--- src/pkg/ocrfc_regs.vh ---
// Register offsets, field positions, reset values and timing constants
// for the overcurrent retry and foldback controller.
// Assumes inclusion by bare name from the design files.
`ifndef OCRFC_REGS_VH
`define OCRFC_REGS_VH

`define OCRFC_ADDR_FAULT_PRESENT   8'h03
`define OCRFC_ADDR_FAULT_LATCH     8'h04
`define OCRFC_ADDR_RETRY_CONTROL   8'h0B
`define OCRFC_ADDR_LIMIT_FOLD_CFG  8'h0D
`define OCRFC_ADDR_DELAY_CFG       8'h0E
`define OCRFC_ADDR_REBOOT_STATUS   8'hA2
`define OCRFC_ADDR_NV_LIMIT_FOLD   8'hAD

// Field positions.
`define OCRFC_BIT_OC_PRESENT       1
`define OCRFC_BIT_OVERCURRENT_FAULT_LATCH         1
`define OCRFC_BIT_DELAY_RUNNING    0
`define OCRFC_OVERCURRENT_RETRY_COUNT_SEL_LSB         0
`define OCRFC_LIM_SEL_LSB          0
`define OCRFC_FOLD_SEL_LSB         4
`define OCRFC_BIT_LOAD_POWER_FOLD_EN             6
`define OCRFC_BIT_NORMAL_FOLD_DISABLE           7
`define OCRFC_COOL_SEL_LSB         0

// Retry field encodings.
`define OCRFC_RETRY_NONE           2'h0
`define OCRFC_RETRY_ONE            2'h1
`define OCRFC_RETRY_SEVEN          2'h2
`define OCRFC_RETRY_LIMIT_ONE      3'h1
`define OCRFC_RETRY_LIMIT_SEVEN    3'h7

// Reset values.
`define OCRFC_RST_RETRY_CONTROL    8'h00
`define OCRFC_RST_DELAY_CFG        8'h00
`define OCRFC_RST_NV_LIMIT_FOLD    8'h0F

// Current limit: 15 mV base, 1 mV step, top code 15 gives 30 mV.
`define OCRFC_LIM_BASE_MV          6'h0F

// Foldback ratios in percent.
`define OCRFC_FOLD_PCT_10          7'h0A
`define OCRFC_FOLD_PCT_20          7'h14
`define OCRFC_FOLD_PCT_50          7'h32
`define OCRFC_FOLD_PCT_100         7'h64

// Attenuated output voltage knees, in millivolts.
`define OCRFC_KNEE_MV              11'h384
`define OCRFC_TOP_MV               11'h708

// Timing: the clock in Hz, times in milliseconds.
`define OCRFC_CLK_HZ               25000000
`define OCRFC_COOL_BASE_MS         512
`define OCRFC_RETRY_RESET_MS       16400

`endif

--- src/core/ocrfc_fold_calc.v ---
// Combinational current-limit and foldback calculator.
// Assumes inputs are stable register fields and a synchronised
// attenuated output voltage sample in millivolts.
`timescale 1ns/1ps
`default_nettype none
`include "ocrfc_regs.vh"

module ocrfc_fold_calc (
  input  wire [3:0]  lim_sel,
  input  wire [1:0]  fold_ratio_sel,
  input  wire        load_power_fold_en,
  input  wire        normal_fold_disable,
  input  wire        normal_mode,
  input  wire [10:0] out_mv,
  output wire [5:0]  sense_limit_voltage,
  output wire [6:0]  fast_pulldown_threshold,
  output reg  [6:0]  fold_pct
);

  reg [6:0]  base_pct;
  reg [17:0] ramp;
  reg [17:0] quot;

  assign sense_limit_voltage     = `OCRFC_LIM_BASE_MV + {2'h0, lim_sel};
  assign fast_pulldown_threshold = {sense_limit_voltage, 1'b0};

  always @* begin
    case (fold_ratio_sel)
      2'h0:    base_pct = `OCRFC_FOLD_PCT_10;
      2'h1:    base_pct = `OCRFC_FOLD_PCT_20;
      2'h2:    base_pct = `OCRFC_FOLD_PCT_50;
      default: base_pct = `OCRFC_FOLD_PCT_100;
    endcase
    ramp     = 18'h0;
    quot     = 18'h0;
    fold_pct = base_pct;
    if (!normal_mode) begin
      fold_pct = base_pct;
    end else if (out_mv < `OCRFC_KNEE_MV) begin
      if (normal_fold_disable) begin
        fold_pct = `OCRFC_FOLD_PCT_100;
      end else begin
        ramp     = {11'h0, `OCRFC_FOLD_PCT_100 - base_pct} * {7'h0, out_mv};
        quot     = ramp / {7'h0, `OCRFC_KNEE_MV};
        fold_pct = base_pct + quot[6:0];
      end
    end else if (load_power_fold_en) begin
      // Applies regardless of the disable bit.
      if (out_mv >= `OCRFC_TOP_MV) begin
        fold_pct = `OCRFC_FOLD_PCT_50;
      end else begin
        // The slope drops half of full limit over one knee width.
        ramp     = {7'h0, out_mv - `OCRFC_KNEE_MV} * {11'h0, `OCRFC_FOLD_PCT_50};
        quot     = ramp / {7'h0, `OCRFC_KNEE_MV};
        fold_pct = `OCRFC_FOLD_PCT_100 - quot[6:0];
      end
    end else begin
      fold_pct = `OCRFC_FOLD_PCT_100;
    end
  end

endmodule
`default_nettype wire

--- src/core/ocrfc_ctrl.v ---
// Overcurrent fault, cooling delay, retry and foldback control.
// Assumes analog comparator levels arrive asynchronously and a simple
// byte register port (address, write strobe, write data, read data).
// Function
// - Hold overcurrent-present while limiting and timer charging.
// - Timer threshold latches fault and pulls gates low.
// - Clear overcurrent-present once gates are off.
// - Nonzero retry field allows turn-on after cooling.
// - Cooling delay 512 ms to 65.5 s, binary steps.
// - Delay-running bit set throughout cooling delay.
// - Retry field selects none, one, seven, unlimited.
// - Finite retries start 16.4 s counter reset timer.
// - Fault before expiry increments count, else clears.
// - Retries exhausted plus new fault latches off.
// - Reset timer disabled before power good.
// - Own retry counter and timer, not shared.
// - Retry none: off until latch reset, then delay.
// - Sense limit 15 to 30 mV, 1 mV steps.
// - Limit config defaults from nonvolatile copy.
// - Fast pull-down threshold is twice sense limit.
// - Foldback field picks 10, 20, 50, 100 percent.
// - Startup foldback is flat at folded level.
// - Normal foldback ramps to 100 percent at 0.9 V.
// - Load-power foldback falls to 50 percent at 1.8 V.
// - Fold disable acts only in normal operation.
// - Load-power foldback ignores fold disable.
`timescale 1ns/1ps
`default_nettype none
`include "ocrfc_regs.vh"

module ocrfc_ctrl #(
  parameter integer COOL_BASE_CYC   = `OCRFC_CLK_HZ / 1000 * `OCRFC_COOL_BASE_MS,
  parameter integer RETRY_RESET_CYC = `OCRFC_CLK_HZ / 1000 * `OCRFC_RETRY_RESET_MS
) (
  input  wire        clk,
  input  wire        arst_n,
  input  wire [7:0]  reg_addr,
  input  wire        reg_wr,
  input  wire [7:0]  reg_wdata,
  output reg  [7:0]  reg_rdata,
  input  wire        gate_on_req,
  input  wire        limit_engaged_in,
  input  wire        timer_charging_in,
  input  wire        timer_threshold_in,
  input  wire        power_good_in,
  input  wire [10:0] out_mv_in,
  output wire        gate_enable,
  output wire [5:0]  sense_limit_voltage,
  output wire [6:0]  fast_pulldown_threshold,
  output reg  [6:0]  fold_pct_q
);

  // ==========================================================================
  // Input synchronisers
  // ==========================================================================
  reg [3:0]  sync1_q;
  reg [3:0]  sync2_q;
  reg [10:0] mv1_q;
  reg [10:0] mv2_q;
  wire limit_s  = sync2_q[0];
  wire charge_s = sync2_q[1];
  wire thresh_s = sync2_q[2];
  wire pgood_s  = sync2_q[3];

  // The voltage word is assumed slow; a transient multi-bit skew only
  // perturbs the foldback ratio for one cycle.
  always @(posedge clk or negedge arst_n) begin
    if (!arst_n) begin
      sync1_q <= 4'h0;
      sync2_q <= 4'h0;
      mv1_q   <= 11'h000;
      mv2_q   <= 11'h000;
    end else begin
      sync1_q <= {power_good_in, timer_threshold_in, timer_charging_in, limit_engaged_in};
      sync2_q <= sync1_q;
      mv1_q   <= out_mv_in;
      mv2_q   <= mv1_q;
    end
  end

  // ==========================================================================
  // Registers
  // ==========================================================================
  reg [7:0] retry_ctl_q;
  reg [7:0] limit_cfg_q;
  reg [7:0] delay_cfg_q;
  reg [7:0] nv_default_q;
  reg       oc_present_q;
  reg       overcurrent_fault_latch_q;
  reg       delay_run_q;
  reg       cfg_loaded_q;
  reg       gate_on_q;

  wire [1:0] retry_sel = retry_ctl_q[`OCRFC_OVERCURRENT_RETRY_COUNT_SEL_LSB +: 2];
  // Eight codes span 512 ms to 65.5 s; a wider code would overflow the count.
  wire [2:0] cool_sel  = delay_cfg_q[`OCRFC_COOL_SEL_LSB +: 3];
  wire       fault_set = thresh_s && gate_on_q;
  wire       wr_fault  = reg_wr && (reg_addr == `OCRFC_ADDR_FAULT_LATCH);

  always @(posedge clk or negedge arst_n) begin
    if (!arst_n) begin
      retry_ctl_q  <= `OCRFC_RST_RETRY_CONTROL;
      delay_cfg_q  <= `OCRFC_RST_DELAY_CFG;
      nv_default_q <= `OCRFC_RST_NV_LIMIT_FOLD;
      limit_cfg_q  <= `OCRFC_RST_NV_LIMIT_FOLD;
      cfg_loaded_q <= 1'b0;
    end else begin
      if (!cfg_loaded_q) begin
        limit_cfg_q  <= nv_default_q;
        cfg_loaded_q <= 1'b1;
      end else if (reg_wr && reg_addr == `OCRFC_ADDR_LIMIT_FOLD_CFG) begin
        limit_cfg_q <= reg_wdata;
      end
      if (reg_wr && reg_addr == `OCRFC_ADDR_RETRY_CONTROL) begin
        retry_ctl_q <= reg_wdata;
      end else if (reg_wr && reg_addr == `OCRFC_ADDR_DELAY_CFG) begin
        delay_cfg_q <= reg_wdata;
      end else if (reg_wr && reg_addr == `OCRFC_ADDR_NV_LIMIT_FOLD) begin
        nv_default_q <= reg_wdata;
      end
    end
  end

  always @* begin
    reg_rdata = 8'h00;
    if (reg_addr == `OCRFC_ADDR_FAULT_PRESENT) begin
      reg_rdata[`OCRFC_BIT_OC_PRESENT] = oc_present_q;
    end else if (reg_addr == `OCRFC_ADDR_FAULT_LATCH) begin
      reg_rdata[`OCRFC_BIT_OVERCURRENT_FAULT_LATCH] = overcurrent_fault_latch_q;
    end else if (reg_addr == `OCRFC_ADDR_RETRY_CONTROL) begin
      reg_rdata = retry_ctl_q;
    end else if (reg_addr == `OCRFC_ADDR_LIMIT_FOLD_CFG) begin
      reg_rdata = limit_cfg_q;
    end else if (reg_addr == `OCRFC_ADDR_DELAY_CFG) begin
      reg_rdata = delay_cfg_q;
    end else if (reg_addr == `OCRFC_ADDR_REBOOT_STATUS) begin
      reg_rdata[`OCRFC_BIT_DELAY_RUNNING] = delay_run_q;
    end else if (reg_addr == `OCRFC_ADDR_NV_LIMIT_FOLD) begin
      reg_rdata = nv_default_q;
    end
  end

  // ==========================================================================
  // Fault state machine
  // ==========================================================================
  localparam [1:0] ST_OFF  = 2'h0;
  localparam [1:0] ST_ON   = 2'h1;
  localparam [1:0] ST_HOLD = 2'h2;
  localparam [1:0] ST_COOL = 2'h3;

  reg [1:0]  state_q;
  reg [31:0] cool_cnt_q;
  reg [31:0] rst_cnt_q;
  reg        rst_run_q;
  reg [2:0]  retry_cnt_q;

  wire [31:0] cool_len  = COOL_BASE_CYC << cool_sel;
  wire [2:0]  retry_max = (retry_sel == `OCRFC_RETRY_ONE) ? `OCRFC_RETRY_LIMIT_ONE
                                                          : `OCRFC_RETRY_LIMIT_SEVEN;
  wire        finite    = (retry_sel == `OCRFC_RETRY_ONE) || (retry_sel == `OCRFC_RETRY_SEVEN);
  // The count holds faults seen since the first retry, so it stands one short
  // of the limit when the last allowed retry has been used.
  wire        exhausted = finite && rst_run_q && (retry_cnt_q >= retry_max - 3'h1);
  wire        clr_fault = wr_fault && reg_wdata[`OCRFC_BIT_OVERCURRENT_FAULT_LATCH];

  assign gate_enable = gate_on_q;

  always @(posedge clk or negedge arst_n) begin
    if (!arst_n) begin
      state_q      <= ST_OFF;
      gate_on_q    <= 1'b0;
      overcurrent_fault_latch_q   <= 1'b0;
      oc_present_q <= 1'b0;
      delay_run_q  <= 1'b0;
      cool_cnt_q   <= 32'h0;
      rst_cnt_q    <= 32'h0;
      rst_run_q    <= 1'b0;
      retry_cnt_q  <= 3'h0;
    end else begin
      oc_present_q <= gate_on_q && limit_s && charge_s && !fault_set;
      // Hardware set wins over a software clear in the same cycle.
      if (fault_set) begin
        overcurrent_fault_latch_q <= 1'b1;
      end else if (clr_fault) begin
        overcurrent_fault_latch_q <= 1'b0;
      end
      // Reset timer, separate from any other fault's timer.
      if (rst_run_q && pgood_s) begin
        if (rst_cnt_q >= RETRY_RESET_CYC - 1) begin
          rst_run_q   <= 1'b0;
          retry_cnt_q <= 3'h0;
        end else begin
          rst_cnt_q <= rst_cnt_q + 32'h1;
        end
      end
      case (state_q)
        ST_OFF: begin
          if (gate_on_req) begin
            gate_on_q <= 1'b1;
            state_q   <= ST_ON;
          end
        end
        ST_ON: begin
          if (fault_set) begin
            gate_on_q <= 1'b0;
            if (rst_run_q && finite) begin
              retry_cnt_q <= retry_cnt_q + 3'h1;
              rst_run_q   <= 1'b0;
            end
            if (retry_sel == `OCRFC_RETRY_NONE || exhausted) begin
              state_q <= ST_HOLD;
            end else begin
              state_q     <= ST_COOL;
              delay_run_q <= 1'b1;
              cool_cnt_q  <= 32'h0;
            end
          end else if (!gate_on_req) begin
            gate_on_q <= 1'b0;
            state_q   <= ST_OFF;
          end
        end
        ST_HOLD: begin
          if (!overcurrent_fault_latch_q) begin
            state_q     <= ST_COOL;
            delay_run_q <= 1'b1;
            cool_cnt_q  <= 32'h0;
          end
        end
        default: begin
          if (cool_cnt_q >= cool_len - 32'h1) begin
            delay_run_q <= 1'b0;
            if (gate_on_req) begin
              gate_on_q <= 1'b1;
              state_q   <= ST_ON;
              if (finite) begin
                rst_run_q <= 1'b1;
                rst_cnt_q <= 32'h0;
              end
            end else begin
              state_q <= ST_OFF;
            end
          end else begin
            cool_cnt_q <= cool_cnt_q + 32'h1;
          end
        end
      endcase
    end
  end

  // ==========================================================================
  // Current limit and foldback
  // ==========================================================================
  wire [6:0] fold_pct_d;

  ocrfc_fold_calc u_fold (
    .lim_sel                 (limit_cfg_q[`OCRFC_LIM_SEL_LSB +: 4]),
    .fold_ratio_sel          (limit_cfg_q[`OCRFC_FOLD_SEL_LSB +: 2]),
    .load_power_fold_en      (limit_cfg_q[`OCRFC_BIT_LOAD_POWER_FOLD_EN]),
    .normal_fold_disable     (limit_cfg_q[`OCRFC_BIT_NORMAL_FOLD_DISABLE]),
    .normal_mode             (pgood_s),
    .out_mv                  (mv2_q),
    .sense_limit_voltage     (sense_limit_voltage),
    .fast_pulldown_threshold (fast_pulldown_threshold),
    .fold_pct                (fold_pct_d)
  );

  always @(posedge clk or negedge arst_n) begin
    if (!arst_n) begin
      fold_pct_q <= `OCRFC_FOLD_PCT_100;
    end else begin
      fold_pct_q <= fold_pct_d;
    end
  end

endmodule
`default_nettype wire

--- config.mk ---
export PLATFORM = sky130hd
export DESIGN_NAME = ocrfc_ctrl
export DESIGN_NICKNAME = d
export VERILOG_FILES = /design/src/core/ocrfc_fold_calc.v /design/src/core/ocrfc_ctrl.v
export VERILOG_INCLUDE_DIRS = /design/src /design/src/pkg
export SDC_FILE = /design/constraint.sdc
export NUM_CORES = 1
export LEC_CHECK = 0
export BUFFER_PORTS_ARGS = -buffer_cell sky130_fd_sc_hd__buf_2
export CORE_MARGIN = 1
export CORE_UTILIZATION = 43
export CTS_BUF_LIST = sky130_fd_sc_hd__clkbuf_4 sky130_fd_sc_hd__clkbuf_8 sky130_fd_sc_hd__clkbuf_16
export DETAILED_ROUTE_END_ITERATION = 6
export PLACE_DENSITY = 0.62
export SYNTH_ARGS = -nofsm -noshare
export SYNTH_HDL_FRONTEND = slang
export SYNTH_SLANG_ARGS = --single-unit
--- constraint.sdc ---
create_clock -name clk -period 14.8 [get_ports clk]
set_input_delay 1.48 -clock clk [delete_from_list [all_inputs] [get_ports clk]]
set_output_delay 1.48 -clock clk [all_outputs]
set_load 0.02 [all_outputs]
==> results of run 1 <==
==> path summary, 6_finish.rpt <==
| kind | from | to | slack, ns | cells past startpoint |
|---|---|---|---|---|
| worst min register to register | sync1_q[0] | sync2_q[0] | 0.35 | 0 |
| min in group asynchronous | arst_n | cool_cnt_q[18] | 1.07 | 1 |
| worst max register to register | limit_cfg_q[4] | fold_pct_q[6] | 1.90 | 45 |
| worst min-delay path | sync1_q[0] | sync2_q[0] | 0.35 | 0 |
| max in group asynchronous | arst_n | mv1_q[1] | 12.41 | 2 |
| worst max-delay path | limit_cfg_q[4] | fold_pct_q[6] | 1.90 | 45 |
==> area by class of cell <==
class	count	area, um2
Fill cell	3344	18200
Multi-Input combinational cell	1471	11000
Sequential cell	144	3620
Tap cell	455	569
Clock buffer	18	439
Timing Repair Buffer	65	344
Inverter	90	339
Clock inverter	14	171
Antenna cell	1	2.50
==> state kept, by name (all words and copies together), names as in the netlist, 2 cells and up <==
register and cells:
fold_pct_q 7, state_q 2, retry_cnt_q 3, nv_default_q 8, retry_ctl_q 8, rst_cnt_q 32, limit_cfg_q 8, sync1_q 4
delay_cfg_q 8, sync2_q 4, cool_cnt_q 32, mv2_q 11, mv1_q 11
==> metal layers <==
metal	share of wire (%)	vias to the layer above
met3	4.1	41
met1	48	6315
met4	1.6	0
met2	46	267
li1	-	6420
met5	0	-
==> metrics by stage <==
step                      instance area, um2  instances  utilization, %  hold WS (ns)  setup WS, ns
after global placement                 15900       2225            45.8         0.334          2.41
after detailed placement               15900       2225            45.8         0.338          2.07
after CTS                              16500       2257            47.6         0.354          2.02
after floorplan                        15300       1763               -         0.331          3.67
final                                  16500       2258            47.6         0.351          1.90
after global routing                   16500       2258            47.6         0.359         0.741
==> cell families after synthesis <==
| kind of cell | after synthesis | share of synthesized area (%) |
|---|---|---|
| other | 2 | 0.0492 |
| muxes | 47 | 3.35 |
| AOI/OAI and AO/OA | 435 | 21.1 |
| DFF | 144 | 23.7 |
| adders and majority gates | 185 | 17.3 |
| and+or+nand+nor | 662 | 22.1 |
| xor gates and xnor gates | 138 | 8.46 |
| buffers and inverters | 148 | 4.04 |
==> placed cells by master (no fill, tap or decap), types with 14 or more instances in the layout <==
| master | Yosys | layout |
|---|---|---|
| a21o_1 | 41 | 41 |
| a21oi_1 | 86 | 86 |
| a31oi_1 | 25 | 25 |
| and2_1 | 47 | 47 |
| and3_1 | 28 | 28 |
| buf_2 | 6 | 59 |
| clkbuf_16 | 0 | 17 |
| dfrtp_1 | 133 | 133 |
| fa_1 | 45 | 45 |
| ha_1 | 135 | 135 |
| inv_1 | 87 | 87 |
| mux2_2 | 29 | 29 |
| mux2i_1 | 17 | 17 |
| nand2_1 | 161 | 161 |
| nand2b_1 | 20 | 20 |
| nand3_1 | 56 | 56 |
| nand4_1 | 26 | 26 |
| nor2_1 | 156 | 156 |
| nor2b_1 | 30 | 30 |
| nor3_1 | 53 | 53 |
| o211ai_1 | 17 | 17 |
| o21ai_0 | 73 | 73 |
| or3_1 | 14 | 14 |
| xnor2_1 | 56 | 56 |
| xor2_1 | 74 | 74 |
==> flow_summary.ini, run 1 <==
[routing]
via_per_inst = 5.78
route.antenna.remaining_nets = 0
vias = 13043
drt-pass1-iter-count = 7
totalWireLength_um = 35600
drtIter0Drc = 1005
wl_per_cell_um = 15.7
drc = 6

[clock_network]
cts_tree = built
cts_buffers = 17
cts-root-buf = clkbuf_16
cts_hold_buf = 0
ctsResizeCount = 0
clock_latency_ns = 0.44
cts_setup_buffers = 0
cts_sinks = 144
cts_buffer_depth = 2
clkTransAtPathRegs_ns = 0.07
cts-htree-levels = 4

[logic_synthesis]
ys.flop_type = dfrtp_1
yosysMostFrequentCell = nand2_1
synthArstFlopShare_pct = 100
synth_edf_count = 0
seq_area_frac_synth_pct = 23.7
ys_types = 121
synth_area_mm2 = 0.0153
syn_avg_cell_area_um2 = 8.67
ys_seq_elements = 144
synthTopCellsByArea = dfrtp_1 22%, ha_1 11%, fa_1 5.9%
yosysWarnings = 0
yosys.area.top_type = dfrtp_1
ys_top_cells_by_count = 161 x nand2_1, 156 x nor2_1, 135 x ha_1, 133 x dfrtp_1, 87 x inv_1
synth_top_area_share_pct = 21.8
syn-instance-count = 1761

[grt]
top_usage_layer = met2
grt.met3_usage_pct = 2.98
grt.met2_usage_pct = 32.9
grt_pass1_vias = 12437
antenna_found_initial = 1
grt_pass1_wl_um = 60300
grt_overflow = 0
grtUsageMet1_pct = 27.5
grtUsageTotal_pct = 20.1
grt_max_degree = 92

[die]
pin_count = 64
core-area_mm2 = 0.0347
die_w_um = 190
rows = 68
initial_utilization_pct = 44.0
die_y_um = 190
dieArea_mm2 = 0.0363

[timing]
hold_viol = 0
finalSetupViolCount = 0
rsz0062_at_grt = false
clock_skew_ns = 0.00938
slew_violations = 0
setup_tns_ns = 0
max_clock_freq_ghz = 0.0775
finalCritPeriodShare_pct = 87.1
tightest_slew_ns = 1.02
layout_min_cycle_time_ns = 12.90
maxSlewHeadroom_pct = 31.9

[critical_path]
crit_path_max_incr_delay_ns = 0.66
end_kind = register
crit_arrival_ns = 13.26
critical_path.most_common_cell = a21oi_1
worstSetupPathType = reg -> reg
worstPathRequired_ns = 15.17
cp_top_family = compound AO/OA/AOI/OAI gates
slowest_stage = dfrtp_1
cp-start-kind = register
critical_path_buf_inv_count = 2
crit_path_max_fanout = 13

[placement]
place_hpwl_um = 27700
portBuffers = 60
gp_congestion = 0.870

[hold_path]
holdCritPathClass = reg -> reg

[cells_and_area]
nNetsFinal = 2004
area_growth_syn_to_layout_pct = 8.23
drive_gt1_share_pct = 12.3

[status]
violations = DRC
status = finished, violations left

[flow_run]
drv_cap = 0
Power of run 1 is not shown: default switching activity piles up to over one toggle a cycle in this logic, so the estimate is an artifact.
==> run 2, diff against run 1 <==
--- a/config.mk
+++ b/config.mk
@@ -7,11 +7,13 @@
 export NUM_CORES = 1
 export LEC_CHECK = 0
 export BUFFER_PORTS_ARGS = -buffer_cell sky130_fd_sc_hd__buf_2
+export CELL_PAD_IN_SITES_DETAIL_PLACEMENT = 1
+export CELL_PAD_IN_SITES_GLOBAL_PLACEMENT = 1
 export CORE_MARGIN = 1
 export CORE_UTILIZATION = 43
 export CTS_BUF_LIST = sky130_fd_sc_hd__clkbuf_4 sky130_fd_sc_hd__clkbuf_8 sky130_fd_sc_hd__clkbuf_16
 export DETAILED_ROUTE_END_ITERATION = 6
-export PLACE_DENSITY = 0.62
+export PLACE_DENSITY = 0.76
 export SYNTH_ARGS = -nofsm -noshare
 export SYNTH_HDL_FRONTEND = slang
 export SYNTH_SLANG_ARGS = --single-unit
==> flow_summary.ini, run 2 (synthesized netlist as in run 1, its figures left out) <==
[critical_path]
crit_path_max_incr_delay_ns = 0.64
crit_start = limit_cfg_q[4]
end_kind = register
worstSetupPathType = reg -> reg
r2r_end = fold_pct_q[6]
crit_arrival_ns = 13.50
cp-start-kind = register
endpoint = fold_pct_q[6]
worstPathRequired_ns = 15.16
rr_startpoint = limit_cfg_q[4]
crit_path_max_fanout = 13
r2r.worst_path.cells = 45
reg2reg_slack_ns = 1.66
slowest_stage = dfrtp_1
critical_path.most_common_cell = a21oi_1

[routing]
vias = 13305
wl_per_cell_um = 18.3
route.antenna.remaining_nets = 0
drtIter0Drc = 736
drt-pass1-iter-count = 5
via_per_inst = 5.90
drc = 0
totalWireLength_um = 41300

[die]
dieArea_mm2 = 0.0363
die_w_um = 190
initial_utilization_pct = 44.0
rows = 68
pin_count = 64
core-area_mm2 = 0.0347
die_y_um = 190

[timing]
rsz0062_at_grt = false
setup_tns_ns = 0
clock_skew_ns = 0.0102
hold_viol = 0
finalSetupViolCount = 0
finalCritPeriodShare_pct = 88.8
tightest_slew_ns = 1.14
layout_min_cycle_time_ns = 13.14
max_clock_freq_ghz = 0.0761
maxSlewHeadroom_pct = 24.0
slew_violations = 0
setup_slack_ns = 1.66

[cells_and_area]
drive_gt1_share_pct = 12.3
area_growth_syn_to_layout_pct = 8.10
n_antenna_cell = 0
reg_top3 = cool_cnt_q: 32 flops, rst_cnt_q: 32 flops
final_cell_mix = 161 x nand2_1, 156 x nor2_1, 135 x ha_1
final_common_cell = nand2_1
fill_cells = 4126
layoutNonFillerInstCount = 2256
nNetsFinal = 2003

[hold_path]
holdPathStages = 0
holdCritPathClass = reg -> reg
min_from = mv1_q[9]

[grt]
antenna_found_initial = 0
grt_pass1_vias = 13779
grt_max_degree = 81
grt_pass1_wl_um = 69800
grtUsageTotal_pct = 23.5
grt_overflow = 0

[clock_network]
clkTransAtPathRegs_ns = 0.07
cts_hold_buf = 0
cts_sinks = 144
cts_buffers = 17
cts_tree = built
cts-root-buf = clkbuf_16
cts-htree-levels = 4
clock_latency_ns = 0.44
cts_setup_buffers = 0
ctsResizeCount = 0
cts_buffer_depth = 2

[status]
status = completed

[placement]
dp_slack_ns = 1.83
place_hpwl_um = 31900
portBuffers = 60
gp_congestion = 0.846
dp_cells = 2224

[flow_run]
drv_cap = 0
run 2: cell type report:
class	instances	area [um2]	area share (%)
multi-input cells	1471	11100	66.9
well taps	455	569	3.45
clock inverters	15	170	1.03
repair buffers	64	337	2.04
inverters	90	339	2.05
flip-flops and latches	144	3620	21.9
clock buffers	17	425	2.58
run 2: layer usage:
layer  GRT usage [%]  vias to the layer above  part of all wire [%]
li1                -                     6405                     -
met5               0                        -                     0
met2            41.5                      181                    50
met4            5.57                        0                   1.3
met1            30.8                     6687                    47
met3            2.06                       32                   2.2
run 2: per-stage QoR:
stage          hold slack, ns  cell area, um2  utilization (%)
2_1_floorplan           0.331           15300                -
3_3_place_gp            0.332           15900             45.8
3_5_place_dp            0.336           15900             45.8
4_1_cts                 0.353           16500             47.6
5_1_grt                 0.357           16500             47.6
6_report                0.350           16500             47.6
run 2: worst max-delay path, delay by kind of cell, from the launching register on:
family	cells	cell delay, ns
buffers and inverters	2	0.31
AND/OR/NAND/NOR	13	3.82
adder cells (fa/ha/maj)	7	2.75
AO/OA/AOI/OAI	19	4.74
XOR/XNOR	4	0.76
flip-flops	1	0.64
run 2: worst min path at each step:
stage,endpoint,slack [ns]
after global routing,sync2_q[2],0.36
after global placement,sync2_q[1],0.33
final,mv2_q[9],0.35
after CTS,mv2_q[9],0.35
after detailed placement,mv2_q[8],0.34
after floorplan,mv2_q[0],0.33
Power of run 2 is left out for the same reason.
